==> src/hdl/flash_ctrl_defs.svh <==
// Constants for the flash write/erase and read timing controller
`ifndef FLASH_CTRL_DEFS_SVH
`define FLASH_CTRL_DEFS_SVH

// Register addresses
`define ADDR_STORE_CTRL   8'h8F
`define ADDR_STROBE_PER   8'hAF
`define ADDR_READ_TIMING  8'hB6
`define ADDR_KEY_LOCK     8'hB7

// Reset values
`define RST_STORE_CTRL    2'h0
`define RST_STROBE_PER    4'hF
`define RST_READ_TIMING   5'h03

// Field positions
`define BIT_WRITE_EN      0
`define BIT_ERASE_EN      1
`define BIT_READ_TIME     4

// Key codes
`define KEY_FIRST         8'hA5
`define KEY_SECOND        8'hF1

// Lock state read codes
`define LOCK_CODE_LOCKED  2'h0
`define LOCK_CODE_KEY1    2'h1
`define LOCK_CODE_OPEN    2'h2
`define LOCK_CODE_DEAD    2'h3

// Reserved area bounds and page size
`define RSV_LO            16'h7E00
`define RSV_HI            16'h7FFF
`define PAGE_BITS         9

// Clock and timing
`define CLK_PERIOD_NS     8'h64
`define ONESHOT_CLK_NS    8'h50
`define ONESHOT_BASE_NS   8'h05
`define ONESHOT_STEP_NS   8'h05
`define WRITE_TIME_NS     38000
`define WRITE_CYCLES      ((`WRITE_TIME_NS + 100 - 1) / 100)
`define ERASE_TIME_MS     16
`define ERASE_CYCLES_DEF  (`ERASE_TIME_MS * 1000000 / 100)
`define OP_CNT_W          18

`endif

==> src/hdl/flash_ctrl_pkg.sv <==
// Types shared by the flash controller modules
package flash_ctrl_pkg;
    // Key sequence progress
    typedef enum logic [1:0] {
        LOCKED,
        KEY1,
        UNLOCKED,
        DEAD
    } lock_state_t;
endpackage : flash_ctrl_pkg

==> src/hdl/flash_strobe_if.sv <==
// Read strobe request and timing between controller and strobe generator
interface flash_strobe_if;
    logic       rd_req;    // Read or fetch this cycle
    logic       read_time_select; // Two-clock strobe select
    logic [3:0] period;    // One-shot period field
    logic       strobe;    // Read strobe to the array
    logic [7:0] width_ns;  // Effective strobe width

    modport ctrl (output rd_req, output read_time_select, output period,
                  input strobe, input width_ns);
    modport gen  (input rd_req, input read_time_select, input period,
                  output strobe, output width_ns);
endinterface : flash_strobe_if

==> src/hdl/flash_ctrl.sv <==
// Flash write/erase key lock and read timing controller
`include "flash_ctrl_defs.svh"
module flash_ctrl #(
    parameter int unsigned ERASE_CYCLES = `ERASE_CYCLES_DEF  // Page erase length
) (
    input  wire logic        ref_clk,
    input  wire logic        rst,
    // Register port
    input  wire logic [7:0]  sfr_addr,
    input  wire logic        sfr_wr,
    input  wire logic        sfr_rd,
    input  wire logic [7:0]  sfr_wdata,
    output logic      [7:0]  sfr_rdata,
    // External data moves from the core
    input  wire logic        move_wr,
    input  wire logic [15:0] move_addr,
    input  wire logic [7:0]  move_wdata,
    output logic             xram_wr,
    output logic             core_stall,
    // Reads and fetches from the core
    input  wire logic        rd_req,
    input  wire logic [15:0] rd_addr,
    // Flash array side
    output logic             flash_prog,
    output logic             flash_erase,
    output logic      [15:0] flash_addr,
    output logic      [7:0]  flash_wdata,
    output logic             flash_strobe,
    output logic             flash_active,
    output logic      [7:0]  strobe_width_ns,
    // Reset request to the reset controller
    output logic             flash_error_reset
);
    flash_strobe_if sb ();                      // Strobe generator link

    flash_ctrl_pkg::lock_state_t lock_state;    // Key sequence state
    logic                   page_erase_enable;  // Erase select
    logic                   store_write_enable; // Flash write select
    logic                   read_time_select;   // Two-clock read strobe
    logic [3:0]             timing_rsvd;        // Low timing bits, kept
    logic [3:0]             oneshot_period;     // One-shot field
    logic                   busy;               // Write or erase running
    logic [`OP_CNT_W-1:0]   op_cnt;             // Cycles into the operation
    logic [`OP_CNT_W-1:0]   op_last;            // Final cycle of the operation
    logic                   op_done;            // Operation ends this cycle
    logic                   move_flash;         // Move write aimed at flash
    logic                   move_rsvd;          // Move write in reserved area
    logic                   rd_rsvd;            // Read in reserved area
    logic                   flash_go;           // Legal write or erase start
    logic                   flash_bad;          // Attempt while not unlocked
    logic                   key_wr;             // Key register written
    logic [1:0]             lock_code;          // Lock state as read back

    ////////////////////////////////////////////////////////////////////////
    // Request decode

    // Moves only reach flash when the write enable is set
    assign move_flash = move_wr && store_write_enable && !busy;
    assign move_rsvd  = move_addr >= `RSV_LO && move_addr <= `RSV_HI;
    assign rd_rsvd    = rd_req && rd_addr >= `RSV_LO && rd_addr <= `RSV_HI;
    assign flash_go   = move_flash && !move_rsvd
                        && lock_state == flash_ctrl_pkg::UNLOCKED;
    assign flash_bad  = move_flash && !move_rsvd
                        && lock_state != flash_ctrl_pkg::UNLOCKED;
    assign key_wr     = sfr_wr && sfr_addr == `ADDR_KEY_LOCK;

    // Plain moves go to RAM; flash moves never touch it
    assign xram_wr    = move_wr && !store_write_enable && !busy;
    // Core holds while the array is busy
    assign core_stall = busy;

    // Array sleeps whenever the strobe is low; the strobe itself is the
    // power gate, so no separate enable can drift out of step with it
    assign flash_strobe    = sb.strobe;
    assign flash_active    = sb.strobe;
    assign strobe_width_ns = sb.width_ns;

    // Strobe generator inputs; no reads while programming
    assign sb.rd_req = rd_req && !busy && !rd_rsvd;
    assign sb.read_time_select = read_time_select;
    assign sb.period = oneshot_period;

    flash_read_strobe u_strobe (
        .ref_clk (ref_clk),
        .rst     (rst),
        .bus     (sb)
    );

    ////////////////////////////////////////////////////////////////////////
    // Control registers

    // Store control: two live bits, the rest ignored
    always_ff @(posedge ref_clk or posedge rst) begin
        if (rst) begin
            {page_erase_enable, store_write_enable} <= `RST_STORE_CTRL;
        end else if (sfr_wr && sfr_addr == `ADDR_STORE_CTRL) begin
            page_erase_enable  <= sfr_wdata[`BIT_ERASE_EN];
            store_write_enable <= sfr_wdata[`BIT_WRITE_EN];
        end
    end

    // Read timing: read_time_select plus the low field, upper bits dropped
    always_ff @(posedge ref_clk or posedge rst) begin
        if (rst) begin
            {read_time_select, timing_rsvd} <= `RST_READ_TIMING;
        end else if (sfr_wr && sfr_addr == `ADDR_READ_TIMING) begin
            read_time_select <= sfr_wdata[`BIT_READ_TIME];
            timing_rsvd      <= sfr_wdata[3:0];
        end
    end

    // One-shot period: low nibble only
    always_ff @(posedge ref_clk or posedge rst) begin
        if (rst) begin
            oneshot_period <= `RST_STROBE_PER;
        end else if (sfr_wr && sfr_addr == `ADDR_STROBE_PER) begin
            oneshot_period <= sfr_wdata[3:0];
        end
    end

    ////////////////////////////////////////////////////////////////////////
    // Key lock state

    always_ff @(posedge ref_clk or posedge rst) begin
        if (rst) begin
            lock_state <= flash_ctrl_pkg::LOCKED;
        end else if (key_wr) begin
            case (lock_state)
                flash_ctrl_pkg::LOCKED: begin
                    // Anything but the first key kills flash writes
                    lock_state <= (sfr_wdata == `KEY_FIRST) ? flash_ctrl_pkg::KEY1
                                                            : flash_ctrl_pkg::DEAD;
                end
                flash_ctrl_pkg::KEY1: begin
                    lock_state <= (sfr_wdata == `KEY_SECOND) ? flash_ctrl_pkg::UNLOCKED
                                                             : flash_ctrl_pkg::DEAD;
                end
                // A key write while open is out of sequence
                default: lock_state <= flash_ctrl_pkg::DEAD;
            endcase
        end else if (flash_bad) begin
            lock_state <= flash_ctrl_pkg::DEAD;
        end else if (op_done && lock_state == flash_ctrl_pkg::UNLOCKED) begin
            // One operation per unlock
            lock_state <= flash_ctrl_pkg::LOCKED;
        end
    end

    // Read code for the lock state
    always_comb begin
        case (lock_state)
            flash_ctrl_pkg::LOCKED:   lock_code = `LOCK_CODE_LOCKED;
            flash_ctrl_pkg::KEY1:     lock_code = `LOCK_CODE_KEY1;
            flash_ctrl_pkg::UNLOCKED: lock_code = `LOCK_CODE_OPEN;
            default:                  lock_code = `LOCK_CODE_DEAD;
        endcase
    end

    ////////////////////////////////////////////////////////////////////////
    // Write and erase sequencing

    // Erase is far longer, so its count is a parameter for simulation
    assign op_last = flash_erase ? `OP_CNT_W'(ERASE_CYCLES - 1)
                                 : `OP_CNT_W'(`WRITE_CYCLES - 1);
    assign op_done = busy && op_cnt == op_last;

    // Start, hold and end of one array operation
    always_ff @(posedge ref_clk or posedge rst) begin
        if (rst) begin
            busy        <= 1'b0;
            flash_prog  <= 1'b0;
            flash_erase <= 1'b0;
            op_cnt      <= '0;
        end else if (op_done) begin
            busy        <= 1'b0;
            flash_prog  <= 1'b0;
            flash_erase <= 1'b0;
        end else if (busy) begin
            op_cnt <= op_cnt + 1'b1;
        end else if (flash_go) begin
            // No pre-erase: a program only clears bits
            busy        <= 1'b1;
            op_cnt      <= '0;
            flash_erase <= page_erase_enable;
            flash_prog  <= !page_erase_enable;
        end
    end

    // Address and data captured at start; erase takes the page base
    always_ff @(posedge ref_clk or posedge rst) begin
        if (rst) begin
            flash_addr  <= 16'h0000;
            flash_wdata <= 8'h00;
        end else if (flash_go) begin
            flash_wdata <= move_wdata;
            flash_addr  <= page_erase_enable ?
                           {move_addr[15:`PAGE_BITS], `PAGE_BITS'(0)} : move_addr;
        end
    end

    // Reserved area touched by firmware: ask for a device reset
    always_ff @(posedge ref_clk or posedge rst) begin
        if (rst) begin
            flash_error_reset <= 1'b0;
        end else begin
            flash_error_reset <= (move_flash && move_rsvd) || rd_rsvd;
        end
    end

    ////////////////////////////////////////////////////////////////////////
    // Register read back, one cycle after the read

    always_ff @(posedge ref_clk or posedge rst) begin
        if (rst) begin
            sfr_rdata <= 8'h00;
        end else if (sfr_rd) begin
            case (sfr_addr)
                `ADDR_STORE_CTRL:  sfr_rdata <= {6'h00, page_erase_enable,
                                                 store_write_enable};
                `ADDR_STROBE_PER:  sfr_rdata <= {4'h0, oneshot_period};
                `ADDR_READ_TIMING: sfr_rdata <= {3'h0, read_time_select,
                                                 timing_rsvd};
                `ADDR_KEY_LOCK:    sfr_rdata <= {6'h00, lock_code};
                default:           sfr_rdata <= 8'h00;
            endcase
        end
    end

    ////////////////////////////////////////////////////////////////////////
    // Checks

    a_first_key: assert property (@(posedge ref_clk) disable iff (rst)
        key_wr && lock_state == flash_ctrl_pkg::LOCKED && sfr_wdata != `KEY_FIRST
        |=> lock_state == flash_ctrl_pkg::DEAD)
        else $error("wrong first key did not kill");
    // Other register writes may sit between the two keys, so the check
    // starts from the half-open state rather than from two back-to-back
    // key writes, which firmware seldom issues
    a_unlock_seq: assert property (@(posedge ref_clk) disable iff (rst)
        key_wr && sfr_wdata == `KEY_SECOND && lock_state == flash_ctrl_pkg::KEY1
        |=> lock_state == flash_ctrl_pkg::UNLOCKED)
        else $error("key pair did not unlock");
    a_dead_sticky: assert property (@(posedge ref_clk) disable iff (rst)
        lock_state == flash_ctrl_pkg::DEAD |=> lock_state == flash_ctrl_pkg::DEAD)
        else $error("dead state left before reset");
    a_locked_try: assert property (@(posedge ref_clk) disable iff (rst)
        flash_bad && !key_wr |=> lock_state == flash_ctrl_pkg::DEAD && !busy)
        else $error("locked attempt not punished");
    a_relock_after: assert property (@(posedge ref_clk) disable iff (rst)
        op_done && !key_wr |=> !busy && lock_state != flash_ctrl_pkg::UNLOCKED)
        else $error("flash still open after operation");
    a_erase_start: assert property (@(posedge ref_clk) disable iff (rst)
        flash_go && page_erase_enable
        |=> flash_erase && !flash_prog && core_stall && flash_addr[`PAGE_BITS-1:0] == 0)
        else $error("erase did not start on page base");
    a_prog_start: assert property (@(posedge ref_clk) disable iff (rst)
        flash_go && !page_erase_enable |=> flash_prog && flash_wdata == $past(move_wdata))
        else $error("byte program did not start");
    a_ram_route: assert property (@(posedge ref_clk) disable iff (rst)
        move_wr && !store_write_enable && !busy |-> xram_wr ##1 !$rose(busy))
        else $error("plain move went to flash");
    a_key_read: assert property (@(posedge ref_clk) disable iff (rst)
        sfr_rd && sfr_addr == `ADDR_KEY_LOCK |=> sfr_rdata == {6'h00, $past(lock_code)})
        else $error("key read shows wrong state");
    a_rsvd_error: assert property (@(posedge ref_clk) disable iff (rst)
        move_flash && move_rsvd |=> flash_error_reset && !busy)
        else $error("reserved write gave no error reset");
    a_sleep_idle: assert property (@(posedge ref_clk) disable iff (rst)
        busy |=> !flash_active || $past(sb.strobe))
        else $error("array woke while programming");

    c_unlock_write: cover property (@(posedge ref_clk) disable iff (rst)
        lock_state == flash_ctrl_pkg::UNLOCKED ##[1:20] flash_go && !page_erase_enable);
    c_erase: cover property (@(posedge ref_clk) disable iff (rst)
        flash_go && page_erase_enable);
    c_dead: cover property (@(posedge ref_clk) disable iff (rst)
        flash_bad);
    c_rsvd: cover property (@(posedge ref_clk) disable iff (rst)
        rd_rsvd);
endmodule : flash_ctrl

==> src/hdl/flash_read_strobe.sv <==
// Flash read strobe generator with one-shot width cap
`include "flash_ctrl_defs.svh"
module flash_read_strobe (
    input  wire logic     ref_clk,
    input  wire logic     rst,
    flash_strobe_if.gen   bus
);
    logic       hold;          // Second cycle of a two-clock strobe pending
    logic       cap_active;    // One-shot field in force
    logic [7:0] clk_width;     // Width set by the clock alone
    logic [7:0] cap_width;     // One-shot limit
    logic [7:0] next_width;    // Width for the next strobe

    // One-shot only matters on slow clocks or in two-clock mode
    assign cap_active = (`CLK_PERIOD_NS > `ONESHOT_CLK_NS) || bus.read_time_select;
    assign clk_width  = bus.read_time_select ? 8'(`CLK_PERIOD_NS << 1) : `CLK_PERIOD_NS;
    // Limit is base plus period steps
    assign cap_width  = `ONESHOT_BASE_NS + {4'h0, bus.period} * `ONESHOT_STEP_NS;

    // Pick the narrower of clock width and one-shot limit
    always_comb begin
        next_width = clk_width;
        if (cap_active && cap_width < clk_width) begin
            next_width = cap_width;
        end
    end

    ////////////////////////////////////////////////////////////////////////
    // Strobe timing: one clock, or two when the two-clock select is set
    always_ff @(posedge ref_clk or posedge rst) begin
        if (rst) begin
            bus.strobe <= 1'b0;
            hold       <= 1'b0;
        end else if (hold) begin
            // Requests during the first strobe cycle are not taken
            bus.strobe <= 1'b1;
            hold       <= 1'b0;
        end else if (bus.rd_req) begin
            bus.strobe <= 1'b1;
            hold       <= bus.read_time_select;
        end else begin
            bus.strobe <= 1'b0;
        end
    end

    // Width report follows each new strobe
    always_ff @(posedge ref_clk or posedge rst) begin
        if (rst) begin
            bus.width_ns <= 8'h00;
        end else if (bus.rd_req && !hold) begin
            bus.width_ns <= next_width;
        end
    end

    ////////////////////////////////////////////////////////////////////////
    // Checks
    a_strobe_single: assert property (@(posedge ref_clk) disable iff (rst)
        bus.rd_req && !hold && !bus.read_time_select |=> bus.strobe && !hold)
        else $error("one-clock strobe wrong");
    a_strobe_double: assert property (@(posedge ref_clk) disable iff (rst)
        bus.rd_req && !hold && bus.read_time_select |=> bus.strobe [*2])
        else $error("two-clock strobe wrong");
    a_width_cap: assert property (@(posedge ref_clk) disable iff (rst)
        bus.rd_req && !hold && cap_active |=> bus.width_ns <= $past(cap_width))
        else $error("strobe width above one-shot limit");
    c_two_clock: cover property (@(posedge ref_clk) disable iff (rst)
        bus.rd_req && bus.read_time_select ##1 bus.strobe ##1 bus.strobe);
endmodule : flash_read_strobe

==> config.mk <==
export PLATFORM = sky130hd
export DESIGN_NAME = flash_ctrl
export DESIGN_NICKNAME = d
export VERILOG_FILES = /design/src/hdl/flash_ctrl_pkg.sv /design/src/hdl/flash_strobe_if.sv /design/src/hdl/flash_ctrl.sv /design/src/hdl/flash_read_strobe.sv
export VERILOG_INCLUDE_DIRS = /design/src /design/src/hdl
export SDC_FILE = /design/constraint.sdc
export NUM_CORES = 1
export LEC_CHECK = 0
export BUFFER_PORTS_ARGS = -buffer_cell sky130_fd_sc_hd__buf_2
export CORE_ASPECT_RATIO = 0.9
export CORE_UTILIZATION = 40
export DETAILED_ROUTE_END_ITERATION = 12
export RECOVER_POWER = 50
export SLEW_MARGIN = 5
export SYNTH_ARGS = -nofsm -noshare
export SYNTH_HDL_FRONTEND = slang
export SYNTH_SLANG_ARGS = --single-unit
==> constraint.sdc <==
create_clock -name ref_clk -period 3.9 [get_ports ref_clk]
set_input_delay 0.585 -clock ref_clk [delete_from_list [all_inputs] [get_ports ref_clk]]
set_output_delay 0.585 -clock ref_clk [all_outputs]
set_load 0.02 [all_outputs]
==> impl_metrics.json, run 1 <==
{
  "status": "complete, no violations",
  "setup-tns-final_ps": 0,
  "pwr-share-comb_pct": 7.9,
  "antenna_found_initial": 0,
  "worstSetupPathType": "reg2reg",
  "dp_hpwl_um": 6030,
  "synth.most_common_cell": "nand2_1",
  "cts_made_buffers": 9,
  "routed_via_density": 5.10,
  "synthTopCellsByArea": "dfrtp_1 46%, nand2_1 8.2%, dfstp_2 4.3%",
  "slowest_stage": "dfstp_2",
  "setup_viol": 0,
  "worstMarginPinSlew_ps": 1460,
  "clk_pin_slew_worst_paths_ps": 90,
  "die_area_um2": 9640,
  "arrival_ps": 3320,
  "regArea_um2": 1860,
  "synth_largest_area_cell": "dfrtp_1",
  "synth_edf_count": 0,
  "routabilityCongestion": 0.810,
  "postCtsHoldBufs": 0,
  "drtIter0Drc": 118,
  "syn-cell-area_um2": 3700,
  "initial_core_util_pct": 42.2,
  "core_area_um2": 8770,
  "dieHeight_um": 93.2,
  "worstPathCellList": "ha_1 -> ha_1 -> ha_1 -> a21o_1 -> a21oi_1 -> xnor2_1 -> ha_1 -> o21ai_0 -> nor4b_4 -> nor2_1",
  "grt_usage_pct": 19.3,
  "yosys.cell_types.count": 52,
  "yosys-top-cells-count": "81 x nand2_1, 68 x dfrtp_1, 25 x nor2_1, 13 x a21oi_1, 12 x ha_1",
  "synthFlopType": "dfrtp_1",
  "clockRootBuffer": "clkbuf_8",
  "crit_buf_inv": 0,
  "insertion_delay_ps": 350,
  "ios": 109,
  "power.internal_w": 0.00115,
  "timing.fmax_mhz": 322,
  "overflow": 0,
  "period_share_pct": 79.6,
  "p_clk_share_pct": 40.7,
  "p_per_area_nw_per_um2": 345,
  "startpoint_type": "register",
  "wl_per_cell_um": 14.3,
  "syn_inst": 371,
  "antennaDiodeCount": 0,
  "multi_input_area_um2": 1710,
  "leakage_nw": 2.25,
  "sw_frac_of_total_pct": 25.1,
  "stdcell_count": 590,
  "drv_slew": 0,
  "cts_buffer_depth": 2,
  "grt_setup_unrepaired": "false",
  "max_stage_delay_ps": 570,
  "drv_cap": 0,
  "fin_worst_skew_ps": 12.1,
  "vdd_drop_max_mv": 0.164,
  "p_sw_w": 0.000387,
  "hp-class": "in2reg",
  "post-route-drc-count": 0,
  "pwr-share-seq_pct": 51.3,
  "drive_gt1_share_pct": 26.3,
  "cts_sinks": 74,
  "grt_pass1_vias": 2838,
  "ys_seq_area_share_pct": 50.3,
  "p_total_w": 0.00154,
  "detail-route-antenna-nets": 0,
  "critPathCaptureType": "register",
  "hold_viol": 0,
  "drt-pass1-iter-count": 4,
  "cp_common_cell": "ha_1",
  "cts_tree": "built",
  "post_cts_resized": 0,
  "route.vias.total": 3007,
  "layout.nets": 540,
  "max_slew_margin_pct": 2.44,
  "routed_wl_um": 8430,
  "critPathTopFamily": "adder cells",
  "cp_max_fo": 6,
  "area_growth_pct": 20.5,
  "synth_top_area_share_pct": 46.0,
  "die_x_um": 103,
  "grt_max_degree": 40,
  "post_cts_buffers": 0,
  "htree_levels": 3,
  "rows": 32,
  "ys_ff_latch": 74,
  "placed_cells": 574,
  "port_buffers": 96,
  "syn_area_per_cell_um2": 9.97,
  "worstPathRequired_ps": 4120,
  "fin_crit_ps": 3100,
  "num-fill-cells": 834,
  "synthArstFlopShare_pct": 100,
  "grt_pass1_wl_um": 14200,
  "fin_hold_ws_ps": 418,
  "postLayoutCoreUtil_pct": 50.8,
  "synth_warnings": 0
}
state kept, by name (all words and copies together) (netlist names), 2 cells and up:
name and count:
sfr_rdata 5, timing_rsvd 4, oneshot_period 4, op_cnt 18
lock_state 2, u_strobe.bus.width_ns 8, flash_wdata 8, flash_addr 16
through the flow:
step / setup slack (ps) / instance area, µm²
2_1_floorplan: 1040 / 3710
3_3_place_gp: 873 / 4280
3_5_place_dp: 791 / 4280
4_1_cts: 772 / 4490
5_1_grt: 601 / 4460
6_report: 795 / 4460
power by group through the flow:
stage	sequential [W]	combinational (W)	clock, W
2_1_floorplan	0.000802	0.0000769	0
3_3_place_gp	0.000804	0.000123	0
3_5_place_dp	0.000805	0.000124	0
4_1_cts	0.000790	0.000126	0.000649
5_1_grt	0.000791	0.000137	0.000680
6_report	0.000790	0.000122	0.000627
layout make-up:
cell class / instances / share of cell area [%]
Multi-Input combinational cell: 270 / 38.3
Timing Repair Buffer: 101 / 11.1
Clock buffer: 10 / 3.09
Sequential cell: 74 / 41.7
Tap cell: 119 / 3.34
Inverter: 10 / 0.842
Clock inverter: 6 / 1.63
cells by family (layout without fill, tap and decap cells):
logic type               after synthesis  after routing  synth area share [%]
buffers and inverters                 29            127                  3.65
other                                  1              3                 0.101
AO/OA/AOI/OAI                         51             51                  10.2
XOR/XNOR                              13             13                  3.08
adder cells (fa/ha/maj)               12             12                  4.06
AND/OR/NAND/NOR                      175            175                  23.9
flip-flops                            74             74                  50.3
multiplexers                          16             16                  4.70
metal layers:
layer | vias up | share of wire [%] | track usage, % | wire length [µm]
li1 | 1476 | - | - | -
met2 | 70 | 47 | 29.0 | 3940
met1 | 1448 | 48 | 26.5 | 4010
met4 | 0 | 1.9 | 8.45 | 163
met3 | 13 | 3.7 | 4.04 | 314
met5 | - | 0 | 0 | 0
worst min-delay path, stage by stage:
cell     delay (ps)
buf_2            70
nand2_1          40
nand2_1          50
path summary, 6_finish.rpt:
path	to	cells past startpoint	slack [ps]	startpoint
worst max-delay path	u_strobe.bus.width_ns[4]	10	800	oneshot_period[3]
worst min-delay path	flash_wdata[3]	3	420	move_wdata[3]
worst max register to register	u_strobe.bus.width_ns[4]	10	800	oneshot_period[3]
worst min register to register	flash_addr[0]	2	470	flash_addr[0]
max in group asynchronous	op_cnt[12]	3	1600	rst
min in group asynchronous	flash_error_reset	2	660	rst
cells in the final DEF, fill, tap and decap left out, types with 3 or more instances in the layout:
master and count:
nand2b_1 5, nand3_1 6, nand2_1 81, buf_2 83, conb_1 3, mux2i_1 5
nand4b_1 3, and4_1 3, o31ai_1 4, clkbuf_8 10, clkbuf_1 15, dfrtp_1 68
xor2_1 9, mux2_2 9, inv_1 10, dfstp_2 6, nor2_1 25, xnor2_1 4
and2_1 6, o22ai_1 4, nand3b_1 11, nor2b_1 3, buf_4 3, o211ai_1 7
o21ai_0 6, nor4b_1 3, ha_1 12, nand4_1 10, and3_1 6, a21oi_1 13
nor3_1 5
Power figures use the tool's default switching activity.
==> run 2: changes to the inputs <==
- clock period: 3.9 -> 3.2 ns (I/O delays scaled with it)
==> impl_metrics.json, run 2 (synthesized netlist as in run 1, its figures left out) <==
{
  "regMostFlops": "op_cnt",
  "cts_made_buffers": 9,
  "p_per_area_nw_per_um2": 405,
  "routed_via_density": 5.05,
  "die_x_um": 103,
  "rows": 32,
  "routabilityCongestion": 0.767,
  "area_growth_pct": 20.1,
  "stdcell_count": 591,
  "worstSetupPathType": "reg2reg",
  "final_common_cell": "buf_2",
  "vdd_drop_max_mv": 0.213,
  "largest_register_ff_count": 18,
  "htree_levels": 3,
  "status": "finished, violations left",
  "grt_usage_pct": 19.0,
  "drt-pass1-iter-count": 4,
  "cts_sinks": 74,
  "p_clk_share_pct": 38.3,
  "drive_gt1_share_pct": 27.1,
  "grtUsageMet3_pct": 5.01,
  "drv_slew": 64,
  "antenna_found_initial": 0,
  "drtIter0Drc": 75,
  "arrival_ps": 3250,
  "core_area_um2": 8770,
  "cp_max_fo": 6,
  "place_ws_ps": 146,
  "power.internal_w": 0.00132,
  "setup-tns-final_ps": 0,
  "postCtsHoldBufs": 0,
  "routed_wl_um": 8310,
  "p_total_w": 0.00180,
  "grt_pass1_vias": 2877,
  "placed_cell_area_um2": 4300,
  "failed_checks": "capacitance limit, slew limit",
  "grt-busiest-layer": "met2",
  "hold_viol": 0,
  "grt_max_degree": 64,
  "placed_cells": 575,
  "detail-route-antenna-nets": 0,
  "post-route-drc-count": 0,
  "drv_cap": 1,
  "worst_slack_ps": 185,
  "met2_usage_pct": 30.0,
  "die_area_um2": 9640,
  "startpoint_type": "register",
  "worstMarginPinSlew_ps": 1520,
  "final_cell_mix": "85 x buf_2, 81 x nand2_1, 68 x dfrtp_1",
  "sw_frac_of_total_pct": 26.4,
  "max_slew_margin_pct": -1.40,
  "clk_pin_slew_worst_paths_ps": 80,
  "cts_tree": "built",
  "worstPathRequired_ps": 3440,
  "cts_buffer_depth": 2,
  "port_buffers": 96,
  "wl_per_cell_um": 14.1,
  "dp_hpwl_um": 6030,
  "route.vias.total": 2987,
  "p_sw_w": 0.000476,
  "pwr-share-seq_pct": 53.5,
  "final_cell_area_um2": 4440,
  "reg_top3": "op_cnt x18, flash_addr x16",
  "ios": 109,
  "leakage_nw": 2.24,
  "overflow": 0,
  "setup_viol": 0,
  "antennaDiodeCount": 0,
  "dieHeight_um": 93.2,
  "initial_core_util_pct": 42.2,
  "pwr-share-comb_pct": 8.2,
  "period_share_pct": 94.2,
  "layout.nets": 541,
  "fin_crit_ps": 3010,
  "grt_setup_unrepaired": "false",
  "fin_worst_skew_ps": 14.6,
  "clockRootBuffer": "clkbuf_8",
  "grt_pass1_wl_um": 14000,
  "hp-class": "in2async",
  "gr-usage-met1_pct": 25.4,
  "insertion_delay_ps": 350,
  "critPathCaptureType": "register",
  "timing.fmax_mhz": 332
}
-- run 2: layout make-up --
type | count | area, µm²
Timing Repair Buffer | 102 | 505
Multi-Input combinational cell | 270 | 1710
Clock buffer | 10 | 138
Fill cell | 838 | 4320
Clock inverter | 6 | 48.8
Sequential cell | 74 | 1860
Inverter | 10 | 37.5
Tap cell | 119 | 149
-- run 2: per-stage QoR --
step,hold slack [ps],util (%)
3_3_place_gp,432,49.0
5_1_grt,159,50.7
4_1_cts,46.5,51.1
3_5_place_dp,433,49.0
2_1_floorplan,440,-
6_report,109,50.7
-- run 2: repair_timing --
| item | in CTS | in global routing |
|---|---|---|
| endpoints found under the setup margin | 0 | 6 |
| setup buffers | 0 | 0 |
| gates resized for setup | 0 | 0 |
-- run 2: critical path, stage by stage (launching register included) --
cell     delay (ps)
dfstp_2         570
ha_1            240
ha_1            280
ha_1            370
a21o_1          180
a21oi_1         160
xnor2_1         160
ha_1            260
o21ai_0         280
nor4b_4         120
a211o_1         280
-- run 2: routing by layer --
layer	up-vias	share of wire (%)
met4	0	1.2
met5	-	0
li1	1481	-
met1	1438	48
met3	8	3.5
met2	60	47
-- run 2: worst paths after layout --
kind,from,endpoint,slack (ps),depth (start not counted)
max,oneshot_period[3],u_strobe.bus.width_ns[2],190,10
min,rst,u_strobe.hold,110,2
max reg2reg,oneshot_period[3],u_strobe.bus.width_ns[2],190,10
min reg2reg,flash_addr[1],flash_addr[1],470,2
max in group asynchronous,rst,flash_addr[10],1270,3
min in group ref_clk,move_wdata[6],flash_wdata[6],310,3
-- run 2: power groups by stage --
| stage | Clock (W) | Combinational (W) | Sequential [W] |
|---|---|---|---|
| after floorplan | 0 | 0.0000937 | 0.000977 |
| after global placement | 0 | 0.000151 | 0.000980 |
| after detailed placement | 0 | 0.000153 | 0.000981 |
| after CTS | 0.000710 | 0.000154 | 0.000963 |
| after global routing | 0.000750 | 0.000166 | 0.000965 |
| final | 0.000689 | 0.000148 | 0.000963 |
